File: src/shared/ebm_pkg.sv
// package for the external bus mode and port control block
package ebm_pkg;

    // register word indices; the bus byte address is the index times four
    localparam logic [7:0] IDX_PULL_SELECT = 8'h0c;
    localparam logic [7:0] IDX_PORT_K_DIR = 8'h33;
    localparam logic [7:0] IDX_MODE = 8'h40;
    localparam logic [7:0] IDX_STATUS = 8'h41;
    localparam logic [9:0] ADDR_PULL_SELECT = {IDX_PULL_SELECT, 2'b00};
    localparam logic [9:0] ADDR_PORT_K_DIR = {IDX_PORT_K_DIR, 2'b00};
    localparam logic [9:0] ADDR_MODE = {IDX_MODE, 2'b00};
    localparam logic [9:0] ADDR_STATUS = {IDX_STATUS, 2'b00};

    // mode register fields
    localparam int MODE_BITS_LSB = 0;
    localparam int MODE_EMK_BIT = 7;

    // reset values
    localparam logic [7:0] RST_PULL_SELECT = 8'h00;
    localparam logic [7:0] RST_PORT_K_DIR = 8'h00;

    // operating modes, encoded as mode_select_bit2..bit0
    typedef enum logic [2:0] {
        MODE_SPECIAL_SINGLE = 3'h0,
        MODE_EMUL_NARROW = 3'h1,
        MODE_SPECIAL_TEST = 3'h2,
        MODE_EMUL_WIDE = 3'h3,
        MODE_NORMAL_SINGLE = 3'h4,
        MODE_NORMAL_EXP_NARROW = 3'h5,
        MODE_SPECIAL_PERIPH = 3'h6,
        MODE_NORMAL_EXP_WIDE = 3'h7
    } ebm_mode_t;

    // external access types
    typedef enum logic [2:0] {
        ACC_READ_EVEN = 3'h0,
        ACC_READ_ODD = 3'h1,
        ACC_WRITE_EVEN = 3'h2,
        ACC_WRITE_ODD = 3'h3,
        ACC_WORD = 3'h4,
        ACC_MISALIGNED = 3'h5
    } ebm_access_t;

endpackage
File: src/rtl/ebm_access_decode.sv
// encoding of an internal access into external strobe, address bit, direction and access type
`timescale 1ns/1ps
module ebm_access_decode (
    // clock and reset
    input wire logic clk_i,
    input wire logic rst_i,
    // internal access
    input wire logic valid_i,
    input wire logic write_i,
    input wire logic [15:0] addr_i,
    input wire logic word_i,
    input wire logic ram_i,
    // external signals
    output logic low_byte_strobe_n_o,
    output logic address_bit_zero_o,
    output logic read_not_write_o,
    output logic [2:0] access_type_o
);

    typedef struct packed {
        logic low_byte_strobe_n_n;
        logic ab0;
        logic rnw;
        logic [2:0] acc;
    } ebm_dec_state_t;

    ebm_dec_state_t s_q;
    ebm_dec_state_t s_d;
    logic mis;

    // strobe encoding; misaligned words only for internal ram
    always_comb
    begin
        s_d = s_q;
        mis = word_i && addr_i[0] && ram_i;
        if (valid_i)
        begin
            s_d.rnw = !write_i;
            s_d.ab0 = addr_i[0];
            if (mis)
            begin
                s_d.low_byte_strobe_n_n = 1'b1;
                s_d.acc = ebm_pkg::ACC_MISALIGNED;
            end
            else if (word_i && !addr_i[0])
            begin
                s_d.low_byte_strobe_n_n = 1'b0;
                s_d.acc = ebm_pkg::ACC_WORD;
            end
            else
            begin
                // byte: even drives strobe high, odd drives it low
                s_d.low_byte_strobe_n_n = !addr_i[0];
                s_d.acc = {1'b0, write_i, addr_i[0]};
            end
        end
    end

    // output register
    always_ff @(posedge clk_i)
    begin
        if (rst_i)
            s_q <= '{low_byte_strobe_n_n: 1'b1, ab0: 1'b0, rnw: 1'b1, acc: 3'h0};
        else
            s_q <= s_d;
    end

    assign low_byte_strobe_n_o = s_q.low_byte_strobe_n_n;
    assign address_bit_zero_o = s_q.ab0;
    assign read_not_write_o = s_q.rnw;
    assign access_type_o = s_q.acc;

endmodule

File: src/rtl/ebm_mode_guard.sv
// mode bit write qualification and write-once tracking
`timescale 1ns/1ps
module ebm_mode_guard (
    // clock and reset
    input wire logic clk_i,
    input wire logic rst_i,
    // control
    input wire logic [2:0] strap_mode_i,
    input wire logic secure_i,
    input wire logic wr_i,
    input wire logic [2:0] wr_mode_i,
    // state
    output logic [2:0] mode_o,
    output logic once_left_o
);

    typedef struct packed {
        logic [2:0] mode;
        logic once_left;
        logic strapped;
    } ebm_guard_state_t;

    ebm_guard_state_t s_q;
    ebm_guard_state_t s_d;
    logic special;
    logic accept;

    // decide whether a mode write may land
    always_comb
    begin
        s_d = s_q;
        special = (s_q.mode == ebm_pkg::MODE_SPECIAL_SINGLE) || (s_q.mode == ebm_pkg::MODE_SPECIAL_TEST);
        accept = 1'b0;
        if (wr_i && !secure_i)
        begin
            if (special && wr_mode_i != ebm_pkg::MODE_SPECIAL_PERIPH)
                accept = 1'b1;
            else if (s_q.mode == ebm_pkg::MODE_NORMAL_SINGLE && s_q.once_left
                     && wr_mode_i[2] && wr_mode_i != ebm_pkg::MODE_SPECIAL_PERIPH)
                accept = 1'b1;
        end
        // strap caught on the first clocked cycle after reset release
        if (!s_q.strapped)
        begin
            s_d.strapped = 1'b1;
            s_d.mode = strap_mode_i;
            s_d.once_left = 1'b1;
        end
        else if (accept)
        begin
            s_d.mode = wr_mode_i;
            // leaving special for normal single keeps one write; otherwise spent
            s_d.once_left = special && (wr_mode_i == ebm_pkg::MODE_NORMAL_SINGLE);
        end
    end

    // state register
    always_ff @(posedge clk_i)
    begin
        if (rst_i)
            s_q <= '0;
        else
            s_q <= s_d;
    end

    assign mode_o = s_q.mode;
    assign once_left_o = s_q.once_left;

endmodule

File: src/rtl/ebm_top.sv
// external bus mode and port control with wishbone register slave
//
// Overview of operation
// - in special single-chip and special test modes all mode bits may be written except to the peripheral code.
// - in normal single-chip mode the top mode bit never changes and the lower two change once, never to 110.
// - while secured every mode write is ignored.
// - a move from special into normal single-chip leaves one write; any other move leaves none.
// - pulls enable per port and act only on pins of that port that are inputs.
// - the pull select register is readable and writable whenever it is mapped.
// - each port k direction bit makes its pin an input when clear and an output when set.
// - with port k emulation set in peripheral or expanded modes the direction register goes external.
// - strobe high with bit zero low is an even byte, strobe low with bit zero high odd; r/w high reads.
// - strobe high with bit zero high occurs only for misaligned internal ram word accesses.
// - a misaligned ram word puts the addressed byte low and the next byte high on the data bus.
//
// The Wishbone interface to the registers is this design's own decision.
`timescale 1ns/1ps
module ebm_top #(
    parameter int NUM_PORTS = 8
) (
    // clock and reset
    input wire logic clk_i,
    input wire logic rst_i,
    // wishbone slave
    input wire logic cyc_i,
    input wire logic stb_i,
    input wire logic we_i,
    input wire logic [9:0] adr_i,
    input wire logic [3:0] sel_i,
    input wire logic [31:0] dat_i,
    output logic [31:0] dat_o,
    output logic ack_o,
    output logic err_o,
    // chip control
    input wire logic [2:0] strap_mode_i,
    input wire logic secure_i,
    input wire logic register_map_en_i,
    // port pin direction per port (1 = output)
    input wire logic [NUM_PORTS*8-1:0] port_dir_i,
    output logic [NUM_PORTS*8-1:0] pull_en_o,
    // port k pin control
    input wire logic [7:0] port_k_data_i,
    input wire logic [7:0] port_k_pin_i,
    output logic [7:0] port_k_o,
    output logic [7:0] port_k_oe_o,
    // echoed external register access
    output logic ext_echo_o,
    // internal access to be signalled externally
    input wire logic acc_valid_i,
    input wire logic acc_write_i,
    input wire logic [15:0] acc_addr_i,
    input wire logic acc_word_i,
    input wire logic acc_ram_i,
    input wire logic [15:0] ram_word_i,
    output logic [15:0] ext_data_o,
    output logic low_byte_strobe_n_o,
    output logic address_bit_zero_o,
    output logic read_not_write_o,
    output logic [2:0] access_type_o,
    // mode state
    output logic [2:0] mode_o
);

    typedef struct packed {
        logic [7:0] pull;
        logic [7:0] kdir;
        logic port_k_emulation_enable;
        logic ack;
        logic err;
        logic echo;
        logic [31:0] rdat;
        logic [15:0] xdat;
    } ebm_top_state_t;

    ebm_top_state_t s_q;
    ebm_top_state_t s_d;
    logic [2:0] mode;
    logic once_left;
    logic req;
    logic mode_wr;
    logic kdir_mapped;
    logic hit_pull;
    logic hit_kdir;
    logic hit_mode;
    logic hit_stat;
    logic [7:0] port_k_in;

    // mode bits and their write protection
    ebm_mode_guard u_guard (
        .clk_i(clk_i),
        .rst_i(rst_i),
        .strap_mode_i(strap_mode_i),
        .secure_i(secure_i),
        .wr_i(mode_wr),
        .wr_mode_i(dat_i[ebm_pkg::MODE_BITS_LSB +: 3]),
        .mode_o(mode),
        .once_left_o(once_left)
    );

    // external access type encoding
    ebm_access_decode u_dec (
        .clk_i(clk_i),
        .rst_i(rst_i),
        .valid_i(acc_valid_i),
        .write_i(acc_write_i),
        .addr_i(acc_addr_i),
        .word_i(acc_word_i),
        .ram_i(acc_ram_i),
        .low_byte_strobe_n_o(low_byte_strobe_n_o),
        .address_bit_zero_o(address_bit_zero_o),
        .read_not_write_o(read_not_write_o),
        .access_type_o(access_type_o)
    );

    // address decode; direction register leaves the map in emulated expanded modes
    always_comb
    begin
        req = cyc_i && stb_i && !s_q.ack && !s_q.err;
        kdir_mapped = !(s_q.port_k_emulation_enable && (mode == ebm_pkg::MODE_SPECIAL_PERIPH || mode[0]));
        hit_pull = register_map_en_i && adr_i == ebm_pkg::ADDR_PULL_SELECT;
        hit_kdir = register_map_en_i && kdir_mapped && adr_i == ebm_pkg::ADDR_PORT_K_DIR;
        hit_mode = adr_i == ebm_pkg::ADDR_MODE;
        hit_stat = adr_i == ebm_pkg::ADDR_STATUS;
        mode_wr = req && we_i && sel_i[0] && hit_mode;
    end

    // register file and bus answer, one wait-free cycle
    always_comb
    begin
        s_d = s_q;
        s_d.ack = 1'b0;
        s_d.err = 1'b0;
        s_d.echo = 1'b0;
        if (req)
        begin
            if (hit_pull || hit_kdir || hit_mode || hit_stat)
                s_d.ack = 1'b1;
            else if (register_map_en_i && adr_i == ebm_pkg::ADDR_PORT_K_DIR)
            begin
                // unmapped direction access goes out on the external bus
                s_d.ack = 1'b1;
                s_d.echo = 1'b1;
            end
            else
                s_d.err = 1'b1;
            if (we_i && sel_i[0])
            begin
                if (hit_pull)
                    s_d.pull = dat_i[7:0];
                if (hit_kdir)
                    s_d.kdir = dat_i[7:0];
                if (hit_mode && !secure_i)
                    s_d.port_k_emulation_enable = dat_i[ebm_pkg::MODE_EMK_BIT];
            end
            s_d.rdat = 32'h0000_0000;
            if (!we_i)
            begin
                if (hit_pull)
                    s_d.rdat = {24'h00_0000, s_q.pull};
                else if (hit_kdir)
                    s_d.rdat = {24'h00_0000, s_q.kdir};
                else if (hit_mode)
                    s_d.rdat = {24'h00_0000, s_q.port_k_emulation_enable, 4'h0, mode};
                else if (hit_stat)
                    s_d.rdat = {29'h0000_0000, secure_i, once_left, kdir_mapped};
            end
        end
        // misaligned ram word: addressed byte low, next byte high
        if (acc_valid_i && acc_word_i && acc_addr_i[0] && acc_ram_i)
            s_d.xdat = {ram_word_i[7:0], ram_word_i[15:8]};
        else if (acc_valid_i)
            s_d.xdat = ram_word_i;
    end

    // state register
    always_ff @(posedge clk_i)
    begin
        if (rst_i)
            s_q <= '{pull: ebm_pkg::RST_PULL_SELECT, kdir: ebm_pkg::RST_PORT_K_DIR, default: '0};
        else
            s_q <= s_d;
    end

    // pulls per port, only on input pins
    generate
        for (genvar p = 0; p < NUM_PORTS; p++)
        begin : g_pull
            assign pull_en_o[p*8 +: 8] = {8{s_q.pull[p]}} & ~port_dir_i[p*8 +: 8];
        end
    endgenerate

    // port k drive: set bit outputs, clear bit is high-impedance input
    assign port_k_oe_o = s_q.kdir;
    assign port_k_o = port_k_data_i;
    assign port_k_in = port_k_pin_i;

    assign dat_o = s_q.rdat;
    assign ack_o = s_q.ack;
    assign err_o = s_q.err;
    assign ext_echo_o = s_q.echo;
    assign ext_data_o = s_q.xdat;
    assign mode_o = mode;

endmodule

File: config.mk
export PLATFORM = sky130hd
export DESIGN_NAME = ebm_top
export DESIGN_NICKNAME = d
export VERILOG_FILES = /design/src/shared/ebm_pkg.sv /design/src/rtl/ebm_access_decode.sv /design/src/rtl/ebm_mode_guard.sv /design/src/rtl/ebm_top.sv
export SDC_FILE = /design/constraint.sdc
export NUM_CORES = 1
export LEC_CHECK = 0
export ABC_AREA = 1
export BUFFER_PORTS_ARGS = -buffer_cell sky130_fd_sc_hd__buf_2
export CORE_MARGIN = 3
export CORE_UTILIZATION = 25
export DETAILED_ROUTE_END_ITERATION = 16
export PLACE_DENSITY = 0.64
export SLEW_MARGIN = 5
export SYNTH_ARGS = -nofsm -noshare
export SYNTH_HDL_FRONTEND = slang
export SYNTH_SLANG_ARGS = --single-unit
File: constraint.sdc
create_clock -name clk_i -period 4 [get_ports clk_i]
set_input_delay 0.4 -clock clk_i [delete_from_list [all_inputs] [get_ports clk_i]]
set_output_delay 0.4 -clock clk_i [all_outputs]
set_load 0.02 [all_outputs]
**Yosys cells after proc, flatten, opt, wreduce, memory -nomap -nowiden**

Cells that the tools add are included.
W data, S select, Z words.

- Flip-flop bits (word level): 79
- Logic and storage cells: 105
- Input port bits: 172
- Output and inout bits: 140

- Muxes and demuxes: 20
- Bitwise gates (word level): 17
- Reductions and logical operators: 43
- Equal/unequal tests: 10

Operator list:

| operator | count |
|---|---|
| $and A8 B8 Y8 | 8 |
| $not A8 Y8 | 8 |
| $mux W16 | 2 |
| $mux W8 | 4 |
| $logic_and A1 B1 Y1 | 25 |
| $eq A10 B9 Y1 const B | 2 |
| $eq A10 B6 Y1 const B | 1 |
| $eq A10 B8 Y1 const B | 1 |
| $eq A3 B3 Y1 const B | 3 |
| $mux W1 | 9 |
| $mux W3 | 3 |
| $reduce_and A3 Y1 | 3 |
| $mux W4 | 2 |
| $logic_not A1 Y1 | 6 |
| $logic_or A1 B1 Y1 | 5 |
| $eq A3 B2 Y1 const B | 1 |
| $logic_not A3 Y1 | 1 |
| $ne A3 B3 Y1 const B | 1 |
| $reduce_or A3 Y1 | 1 |
| $ne A2 B2 Y1 const B | 1 |
| $reduce_bool A2 Y1 | 1 |
| $reduce_or A2 Y1 | 1 |
| $not A1 Y1 | 1 |

**Longest topological paths before layout**

Gate-level depths: netlist of the first run.

- Depth after elaboration: 10
- Depth in mapped cells: 10
- Gate-level depth less buffers: 10

**Cells and area by module**

Synthesis of the first run repeated with hierarchy kept, for this count alone.

- Cells, all modules: 527
- Area total of the unflattened synthesis: 3,573.4 sq um

Modules (own cells, without submodules):

| module | cells each | instances | seq. area each (sq um) | area each (sq um) |
|---|---|---|---|---|
| ebm_top | 442 | 1 | 880.8 | 3,020.4 |
| ebm_mode_guard | 55 | 1 | 100.1 | 327.8 |
| ebm_access_decode | 30 | 1 | 120.1 | 225.2 |

**Least setup slack after synthesis of the first run**

Ideal clock, no wire load.

- Kind: input port to flip-flop
- Start point: in adr_i[1]
- End point: reg s_q[60] in the netlist's numbering
- Path buffers: 1
- Setup time: 0.123 ns
- Arrival: 1.271 ns
- Setup slack: 2.606 ns
- Required time: 3.877 ns
- Stages on the path: 7
- Path through: nor2_2 nand2_2 nor2_4 nand3_2 buf_6 o21ai_0 a21oi_1

- Cells in the longest elaborated chain, start to end: 3

Ends and longest elaborated chain:

| element | line | text |
|---|---|---|
| start, declared | ebm_top.sv:28 | `input wire logic [9:0] adr_i,` |
| $eq A10 B6 Y1 | ebm_top.sv:120 | `hit_pull = register_map_en_i && adr_i == ebm_pkg::ADDR_PULL_SELECT;` |
| $logic_and A1 B1 Y1 | ebm_top.sv:120 |  |
| $reduce_and A3 Y1 (no source line) | - |  |
| end signal, assigned | ebm_top.sv:179 | `s_q <= '{pull: ebm_pkg::RST_PULL_SELECT, kdir: ebm_pkg::RST_PORT_K_DIR, default: '0};` |
| end signal, assigned | ebm_top.sv:181 | `s_q <= s_d;` |
| end, declared | ebm_top.sv:75 | `ebm_top_state_t s_q;` |

No other way between the ends.
A chain may end at the register's enable or synchronous reset.

**Worst setup path in the final report of the first run**

- Start point: in rst_i
- End point: reg s_q (netlist bit ext_data_o[6])

RTL lines:

| element | line | text |
|---|---|---|
| start, declared | ebm_top.sv:23 | `input wire logic rst_i,` |

No word-level cell between the ends.

==> impl_metrics.json, run 1 <==
{
  "status": "finished, final reports clean",
  "worstHoldEndpoint": "port_k_oe_o[3]$_SDFFE_PP0P_",
  "fin_total_pwr_mw": 1.22,
  "min_path_cells": 3,
  "cts_tree": "yes",
  "reg2reg_to": "port_k_oe_o[0]$_SDFFE_PP0P_",
  "syn_inst": 496,
  "n_antenna_cell": 0,
  "worstSetupPathType": "primary input to flop",
  "ys_ff_latch": 55,
  "dr.pass1.iters": 4,
  "setup_viol": 0,
  "gp_congestion": 0.809,
  "grt_pass1_vias": 3246,
  "rsz0062_at_grt": "false",
  "overflow": 0,
  "grt_first_pass_wirelength_microns": 17700,
  "avgViaCountPerCell": 4.25,
  "cts-buffers-inserted": 5,
  "num_vias": 3555,
  "start_util": 0.263,
  "dieWidth_microns": 123,
  "postCtsHoldBufs": 0,
  "hp-class": "primary input to flop",
  "drive_gt1_frac": 0.371,
  "dp_cells": 829,
  "pwr-share-seq": 0.475,
  "fin_skew_ps": 8.41,
  "ant_nets": 0,
  "yosysSeqAreaShare": 0.324,
  "ios": 312,
  "die_y_microns": 123,
  "crit_fanout": 36,
  "crit_arrival_ps": 2050,
  "endpoint_kind": "flop",
  "drt_iter0_markers": 127,
  "reg2reg_depth": 8,
  "wirelength_microns": 12200,
  "vdd.ir_drop.worst_mv": 0.163,
  "row_count": 41,
  "ys_async_sr_fraction": 0,
  "synth_area_sq_um": 3390,
  "wire_per_inst_microns": 14.6,
  "io_buffers": 221,
  "avgSynthCellArea_sq_um": 6.84,
  "setup_tns_ps": 0,
  "slew_viol_final": 0,
  "worstSkewPairLatency_ps": 290,
  "period_needed_ps": 1870,
  "clkPwrFrac": 0.357,
  "cts.clk_slew.worst_paths_ps": 70,
  "hpwlAfterDp_microns": 10100,
  "period_share": 0.467,
  "p_switching_mw": 0.342,
  "hold_violations": 0,
  "h-tree-depth": 2,
  "regToRegSetupSlack_ps": 2340,
  "utilization": 0.336,
  "p_int_mw": 0.875,
  "post_synth_num_cell_types": 33,
  "antenna_found_initial": 0,
  "post_cts_resized": 0,
  "crit_required_ps": 4180,
  "cts_setup_buffers": 0,
  "yosysWarnings": 0,
  "route.detailed.drc": 0,
  "power.leakage_nw": 2.51,
  "instances_no_fill": 837,
  "p_comb_frac": 0.168,
  "fmax_ghz": 0.535,
  "slew_headroom": 0.338,
  "min_from": "dat_i[3]",
  "grt_max_degree": 37,
  "cellPowerDensity_nw_per_um2": 280,
  "maxCapViolations": 0,
  "clockRootBuffer": "clkbuf_16",
  "die_area_sq_um": 15000,
  "synth_edf_count": 0,
  "worstSetupStartpointType": "primary input",
  "ys.flop_type": "dfxtp_1",
  "clock_sinks": 55,
  "syn2layout_area_growth_pct": 28.0,
  "cts_max_path_buffers": 2,
  "r2r_start": "u_guard.mode_o[0]$_SDFFE_PP0P_",
  "grtUsageTotal": 0.155,
  "swShare": 0.281,
  "worst_slew_pin_slew_ps": 987,
  "final_nets": 836,
  "core_area_sq_um": 12900
}
-- final cells by class --
| cell class | count | area, sq um |
|---|---|---|
| Fill cell | 1459 | 8580 |
| Inverter | 52 | 195 |
| Sequential cell | 55 | 1100 |
| Multi-Input combinational cell | 329 | 1590 |
| Clock inverter | 2 | 12.5 |
| Timing Repair Buffer | 221 | 1110 |
| Clock buffer | 6 | 129 |
| Tap cell | 172 | 215 |
-- critical path, cell delays in order --
cell,delay (ps)
buf_2,300
clkinv_1,870
o211ai_1,410
inv_1,60
-- synth_stat cells, types with 2 or more instances --
library cell,instances,area share
nand3_1,25,0.037
buf_6,2,0.0066
buf_4,67,0.15
o211ai_1,27,0.060
a21oi_1,29,0.043
o21ai_0,27,0.040
nor2_1,98,0.11
clkbuf_1,9,0.010
nand4_1,7,0.013
nand2_1,68,0.075
o21bai_1,3,0.0066
dfxtp_1,55,0.32
clkinv_1,9,0.010
o21ai_2,2,0.0052
inv_1,42,0.046
nor2_4,4,0.013
nand2_2,4,0.0074
nor2_2,3,0.0055
-- layout by cell type (no fill, tap or decap), drive strengths merged --
cell type    n
nand2       73
nand3       27
o21bai       3
clkbuf       6
o221ai       1
nor2       106
and2         1
nor3         1
nand4        8
clkinv      10
inv         43
o21ai       29
clkinvlp     1
a21oi       29
o211ai      27
conb        24
buf        221
dfxtp       55
-- power by group through the flow --
| stage | Sequential, mW | Combinational (mW) | Clock, mW |
|---|---|---|---|
| finish | 0.578 | 0.204 | 0.435 |
| global route | 0.582 | 0.228 | 0.475 |
| CTS | 0.578 | 0.205 | 0.451 |
| detailed placement | 0.591 | 0.205 | 0 |
| global placement | 0.591 | 0.204 | 0 |
| floorplan | 0.594 | 0.155 | 0 |
-- kinds of logic (layout without fill, tap and decap cells) --
group           Yosys count  in the layout  synth area share
flops                    55             55             0.324
compound gates           89             89             0.157
simple gates            216            216             0.284
other cells               1             24           0.00110
buf+inv                 135            281             0.234
-- worst max path at each step --
| stage | from | endpoint |
|---|---|---|
| floorplan | adr_i[1] | s_q[60]$_SDFFE_PP0P_ |
| global placement | rst_i | ext_data_o[6]$_SDFFE_PP0P_ |
| detailed placement | rst_i | ext_data_o[6]$_SDFFE_PP0P_ |
| CTS | rst_i | ext_data_o[6]$_SDFFE_PP0P_ |
| global route | rst_i | ext_data_o[0]$_SDFFE_PP0P_ |
| finish | rst_i | ext_data_o[6]$_SDFFE_PP0P_ |
-- layer usage --
| metal | GRT usage | vias to the layer above | wire, microns |
|---|---|---|---|
| met1 | 0.182 | 1545 | 4940 |
| met3 | 0.0885 | 13 | 1690 |
| met2 | 0.251 | 160 | 5470 |
| met4 | 0.0252 | 0 | 75 |
| met5 | 0 | - | 0 |
| li1 | - | 1837 | - |
-- flip-flops by register name (all words and copies together) (netlist names) --
name / cells
u_guard.once_left_o: 1
err_o: 1
ext_data_o: 16
u_dec.low_byte_strobe_n_o: 1
u_dec.access_type_o: 3
u_dec.read_not_write_o: 1
ext_echo_o: 1
ack_o: 1
port_k_oe_o: 8
dat_o: 8
u_guard.mode_o: 3
u_guard.s_q: 1
s_q: 9
u_dec.address_bit_zero_o: 1
-- metrics by stage --
step                hold slack (ps)  area, sq um  worst slack (ps)
floorplan                       442         3480              2610
CTS                             334         4340              2080
global route                    337         4340              1880
global placement                452         4200              1730
finish                          338         4340              2130
detailed placement              452         4200              1770
No activity file was read; power rests on OpenSTA's default activity.
==> inputs of run 2 (changes only) <==
--- a/config.mk
+++ b/config.mk
@@ -10,7 +10,7 @@
 export CORE_MARGIN = 3
 export CORE_UTILIZATION = 25
 export DETAILED_ROUTE_END_ITERATION = 16
-export PLACE_DENSITY = 0.64
+export PLACE_DENSITY = 0.66
 export SLEW_MARGIN = 5
 export SYNTH_ARGS = -nofsm -noshare
 export SYNTH_HDL_FRONTEND = slang
==> constraint.sdc (replaced) <==
create_clock -name clk_i -period 1.6 [get_ports clk_i]
set_input_delay 0.16 -clock clk_i [delete_from_list [all_inputs] [get_ports clk_i]]
set_output_delay 0.16 -clock clk_i [all_outputs]
set_load 0.02 [all_outputs]
==> run 2 against run 1 <==
  * Critical path type is now flop to output port
  * Flip-flop and latch count unchanged
  * Setup slack worse by 2000 ps
  * Clock skew down 2.4 ps
  * Final cell count up 1.6%
  * Design area up 2.8%
  * Wire length down 1.6%
  * Largest power group unchanged
  * Combinational power rose to 2.6 times the previous value
  * First-iteration DRC count up 67%
  * Clock power rose to 2.6 times the previous value
  * Hold slack worse by 220 ps
  * Sequential power up 150%
  * Power rose to 2.5 times the previous value
  * Highest routed layer is now met5
==> impl_metrics.json, run 2 (synthesis gave the netlist of run 1 again) <==
{
  "startpoint": "s_q[66]$_SDFFE_PP0P_",
  "slowest_stage": "dfxtp_1",
  "dr.pass1.iters": 4,
  "ant_nets": 0,
  "crit_family": "buffers and inverters",
  "crit_arrival_ps": 1260,
  "grt_pass1_vias": 3215,
  "maxCapViolations": 0,
  "dieWidth_microns": 123,
  "endpoint_kind": "output port",
  "status": "finished, final reports clean",
  "overflow": 0,
  "clock_sinks": 55,
  "slew_viol_final": 0,
  "layout_commonest_cell": "buf_2",
  "antenna_found_initial": 2,
  "multiInputGateArea_sq_um": 1600,
  "fin_skew_ps": 5.97,
  "holdWs_ps": 115,
  "h-tree-depth": 2,
  "fmax_ghz": 0.703,
  "avgViaCountPerCell": 4.25,
  "num_vias": 3615,
  "slowest_delay_ps": 320,
  "cts.clk_slew.worst_paths_ps": 70,
  "route.detailed.drc": 0,
  "regToRegSetupSlack_ps": 190,
  "r2r_start": "ack_o$_SDFF_PP0_",
  "crit_cells": 3,
  "hp-class": "primary input to flop",
  "clockRootBuffer": "clkbuf_16",
  "worstSetupPathType": "flop to output port",
  "grt_first_pass_wirelength_microns": 17500,
  "start_util": 0.263,
  "instances_no_fill": 850,
  "drive_gt1_frac": 0.386,
  "n_antenna_cell": 0,
  "layout_common_cells": "buf_2, nor2_1, nand2_1, dfxtp_1, inv_1",
  "cts_tree": "yes",
  "setup_tns_ps": 0,
  "wirelength_microns": 12000,
  "vdd.ir_drop.worst_mv": 0.394,
  "crit_required_ps": 1440,
  "cellPowerDensity_nw_per_um2": 689,
  "period_share": 0.889,
  "setup_viol": 0,
  "cts_max_path_buffers": 2,
  "path_buf_inv": 2,
  "cp_cell_sequence": "clkinv_1 > nor2_1 > buf_2",
  "fin_total_pwr_mw": 3.08,
  "drt_iter0_markers": 212,
  "power.leakage_nw": 2.58,
  "gp_congestion": 0.822,
  "syn2layout_area_growth_pct": 31.5,
  "grt_max_degree": 26,
  "worstSetupStartpointType": "flop",
  "utilization": 0.345,
  "reg2reg_to": "port_k_oe_o[1]$_SDFFE_PP0P_",
  "cts-buffers-inserted": 5,
  "ff_latch_area_sq_um": 1100,
  "ios": 312,
  "core_area_sq_um": 12900,
  "row_count": 41,
  "period_needed_ps": 1420,
  "crit_fanout": 10,
  "worstSkewPairLatency_ps": 290,
  "rsz0062_at_grt": "false",
  "final_nets": 850,
  "postCtsHoldBufs": 0,
  "wire_per_inst_microns": 14.1,
  "io_buffers": 221,
  "hpwlAfterDp_microns": 10000,
  "hold_violations": 0,
  "grtUsageTotal": 0.151,
  "largest_register_ffs": 16,
  "dp_cells": 841,
  "reg2reg_depth": 7,
  "critical_path.endpoint": "pull_en_o[52]",
  "die_y_microns": 123,
  "nFillCells": 1422,
  "die_area_sq_um": 15000
}
-- run 2: repair_timing --
item,4_1_cts,5_1_grt
endpoints found under the setup margin,0,14
buffers inserted,0,2
gates resized for setup,0,3
-- run 2: how the worst min path moves through the flow --
stage	start	end	slack, ps	cells after the start
4_1_cts	dat_i[4]	port_k_oe_o[4]$_SDFFE_PP0P_	100	3
2_1_floorplan	acc_write_i	u_dec.read_not_write_o$_SDFFE_PP1P_	290	1
6_report	acc_write_i	u_dec.read_not_write_o$_SDFFE_PP1P_	120	2
3_5_place_dp	port_k_data_i[3]	port_k_o[3]	320	0
5_1_grt	dat_i[3]	port_k_oe_o[3]$_SDFFE_PP0P_	130	3
3_3_place_gp	port_k_data_i[3]	port_k_o[3]	320	0
-- run 2: where the power goes --
| group | switching [mW] | total [mW] | internal (mW) |
|---|---|---|---|
| Clock | 0.492 | 1.11 | 0.613 |
| Combinational | 0.322 | 0.527 | 0.205 |
| Sequential | 0.0285 | 1.44 | 1.42 |
| Total | 0.842 | 3.08 | 2.23 |
-- run 2: worst register-to-register path: stages (launching register included) --
cell and delay [ps]:
dfxtp_1 320, nor2_1 180, nand4_2 170, buf_4 190, nor2_4 180, inv_2 120
nor2_1 110, nor2_1 60
-- run 2: area by class of cell --
cell class                 instances  share of cell area
clock buffer                       6              0.0311
clock inverter                     1             0.00112
inverter                          52              0.0437
multi-input combinational        329               0.358
sequential                        55               0.247
tap                              172              0.0482
timing repair buffer             235               0.271
-- run 2: routing by layer --
metal | track usage | part of all wire | up-vias
met3 | 0.0829 | 0.14 | 12
li1 | - | - | 1867
met4 | 0.0210 | 0.0073 | 4
met5 | 0 | 0.0018 | -
met1 | 0.180 | 0.41 | 1556
met2 | 0.246 | 0.45 | 176
-- run 2: stage by stage --
| stage | instance area, sq um | setup slack, ps |
|---|---|---|
| 6_report | 4460 | 178 |
| 5_1_grt | 4460 | 42.7 |
| 4_1_cts | 4440 | 92.1 |
| 3_5_place_dp | 4290 | 105 |
| 3_3_place_gp | 4290 | 129 |
| 2_1_floorplan | 3480 | 237 |
==> inputs of run 3 (changes only) <==
--- a/config.mk
+++ b/config.mk
@@ -11,6 +11,7 @@
 export CORE_UTILIZATION = 25
 export DETAILED_ROUTE_END_ITERATION = 16
 export PLACE_DENSITY = 0.66
+export REMOVE_ABC_BUFFERS = 1
 export SLEW_MARGIN = 5
 export SYNTH_ARGS = -nofsm -noshare
 export SYNTH_HDL_FRONTEND = slang
==> run 3 against run 2 <==
  * Clock skew barely moved
  * Setup slack improved by 28 ps
  * Die area did not move
  * Fmax rose by 2.0%
  * Critical endpoint is now u_guard.mode_o[0]$_SDFFE_PP0P_
==> impl_metrics.json, run 3 (synthesis gave the netlist of run 1 again) <==
{
  "dr.pass1.iters": 4,
  "num_vias": 3517,
  "die_y_microns": 123,
  "crit_family": "simple AND/OR/NAND/NOR gates",
  "wirelength_microns": 10700,
  "utilization": 0.345,
  "clock_sinks": 55,
  "fin_total_pwr_mw": 3.13,
  "fin_skew_ps": 5.87,
  "largest_register_ffs": 16,
  "n_antenna_cell": 0,
  "overflow": 0,
  "postCtsHoldBufs": 0,
  "crit_fanout": 6,
  "wire_per_inst_microns": 12.6,
  "nFillCells": 1436,
  "grt_pass1_vias": 3167,
  "critPathMostFrequentCell": "nor2_1",
  "grt_first_pass_wirelength_microns": 16000,
  "hp-class": "primary input to flop",
  "post_cts_resized": 0,
  "ant_nets": 0,
  "clockRootBuffer": "clkbuf_16",
  "power.leakage_nw": 2.57,
  "crit_required_ps": 1790,
  "pre_cts_ws_ps": 81.3,
  "grtUsageTotal": 0.136,
  "drive_gt1_frac": 0.385,
  "avgViaCountPerCell": 4.15,
  "fmax_ghz": 0.717,
  "cts-buffers-inserted": 5,
  "die_area_sq_um": 15000,
  "dieWidth_microns": 123,
  "period_share": 0.872,
  "setup_viol": 0,
  "setup_tns_ps": 0,
  "cts_setup_buffers": 0,
  "layout_common_cells": "buf_2, nor2_1, nand2_1, dfxtp_1, inv_1",
  "grt_max_degree": 33,
  "slowest_stage": "dfxtp_1",
  "cellPowerDensity_nw_per_um2": 703,
  "vdd.ir_drop.worst_mv": 0.450,
  "rsz0062_at_grt": "false",
  "crit_arrival_ps": 1580,
  "maxCapViolations": 0,
  "h-tree-depth": 2,
  "cts_max_path_buffers": 2,
  "row_count": 41,
  "slew_viol_final": 0,
  "layout_commonest_cell": "buf_2",
  "drt_iter0_markers": 115,
  "gp_congestion": 0.808,
  "start_util": 0.263,
  "core_area_sq_um": 12900,
  "worstSetupPathType": "flop to flop",
  "slowest_delay_ps": 320,
  "worstSkewPairLatency_ps": 290,
  "setup_ws_ps": 205,
  "hpwlAfterDp_microns": 8680,
  "cts_tree": "yes",
  "cp_cell_sequence": "nor2_2 > nand4_2 > nor2_1 > nand3_1 > nand2_2 > inv_1 > nor2_1 > nor2_1",
  "final_nets": 847,
  "hold_violations": 0,
  "endpoint_kind": "flop",
  "ios": 312,
  "period_needed_ps": 1390,
  "worstSetupStartpointType": "flop",
  "cts.clk_slew.worst_paths_ps": 70,
  "route.detailed.drc": 0,
  "io_buffers": 221,
  "path_buf_inv": 1,
  "syn2layout_area_growth_pct": 31.3,
  "antenna_found_initial": 1,
  "status": "finished, final reports clean"
}
==> run 3: metrics by stage <==
step,std cells,instance area (sq um),hold slack (ps)
6_report,848,4460,102
5_1_grt,848,4460,108
4_1_cts,848,4440,92.3
3_5_place_dp,840,4290,320
3_3_place_gp,840,4290,320
2_1_floorplan,436,2880,229
==> run 3: power by group <==
| part | switching, mW | internal (mW) | total (mW) |
|---|---|---|---|
| logic | 0.320 | 0.203 | 0.524 |
| registers | 0.0277 | 1.42 | 1.44 |
| clock network | 0.499 | 0.669 | 1.17 |
| total | 0.847 | 2.29 | 3.13 |
==> run 3: cell type report <==
| type | instances | area [sq um] | area share |
|---|---|---|---|
| Timing Repair Buffer | 232 | 1190 | 0.267 |
| Inverter | 52 | 195 | 0.0438 |
| Sequential cell | 55 | 1100 | 0.247 |
| Tap cell | 172 | 215 | 0.0483 |
| Clock buffer | 8 | 156 | 0.0351 |
| Multi-Input combinational cell | 329 | 1600 | 0.359 |
==> run 3: tightest hold or removal path, cell delays in order <==
cell    delay [ps]
buf_2           80
nor2_1          40
nor2_1          80
==> run 3: path summary, 6_finish.rpt <==
path | startpoint | end | slack [ps] | cells past startpoint
worst min register to register | dat_o[7]$_SDFFE_PP0N_ | dat_o[7]$_SDFFE_PP0N_ | 470 | 2
worst min-delay path | dat_i[5] | port_k_oe_o[5]$_SDFFE_PP0P_ | 100 | 3
worst max register to register | ack_o$_SDFF_PP0_ | u_guard.mode_o[0]$_SDFFE_PP0P_ | 210 | 8
worst max-delay path | ack_o$_SDFF_PP0_ | u_guard.mode_o[0]$_SDFFE_PP0P_ | 210 | 8
==> run 3: per-layer routing <==
metal / global-route usage / up-vias / share of wire
met1: 0.164 / 1493 / 0.41
met5: 0 / - / 0.0010
met3: 0.0742 / 7 / 0.13
li1: - / 1865 / -
met2: 0.215 / 150 / 0.45
met4: 0.0231 / 2 / 0.0052
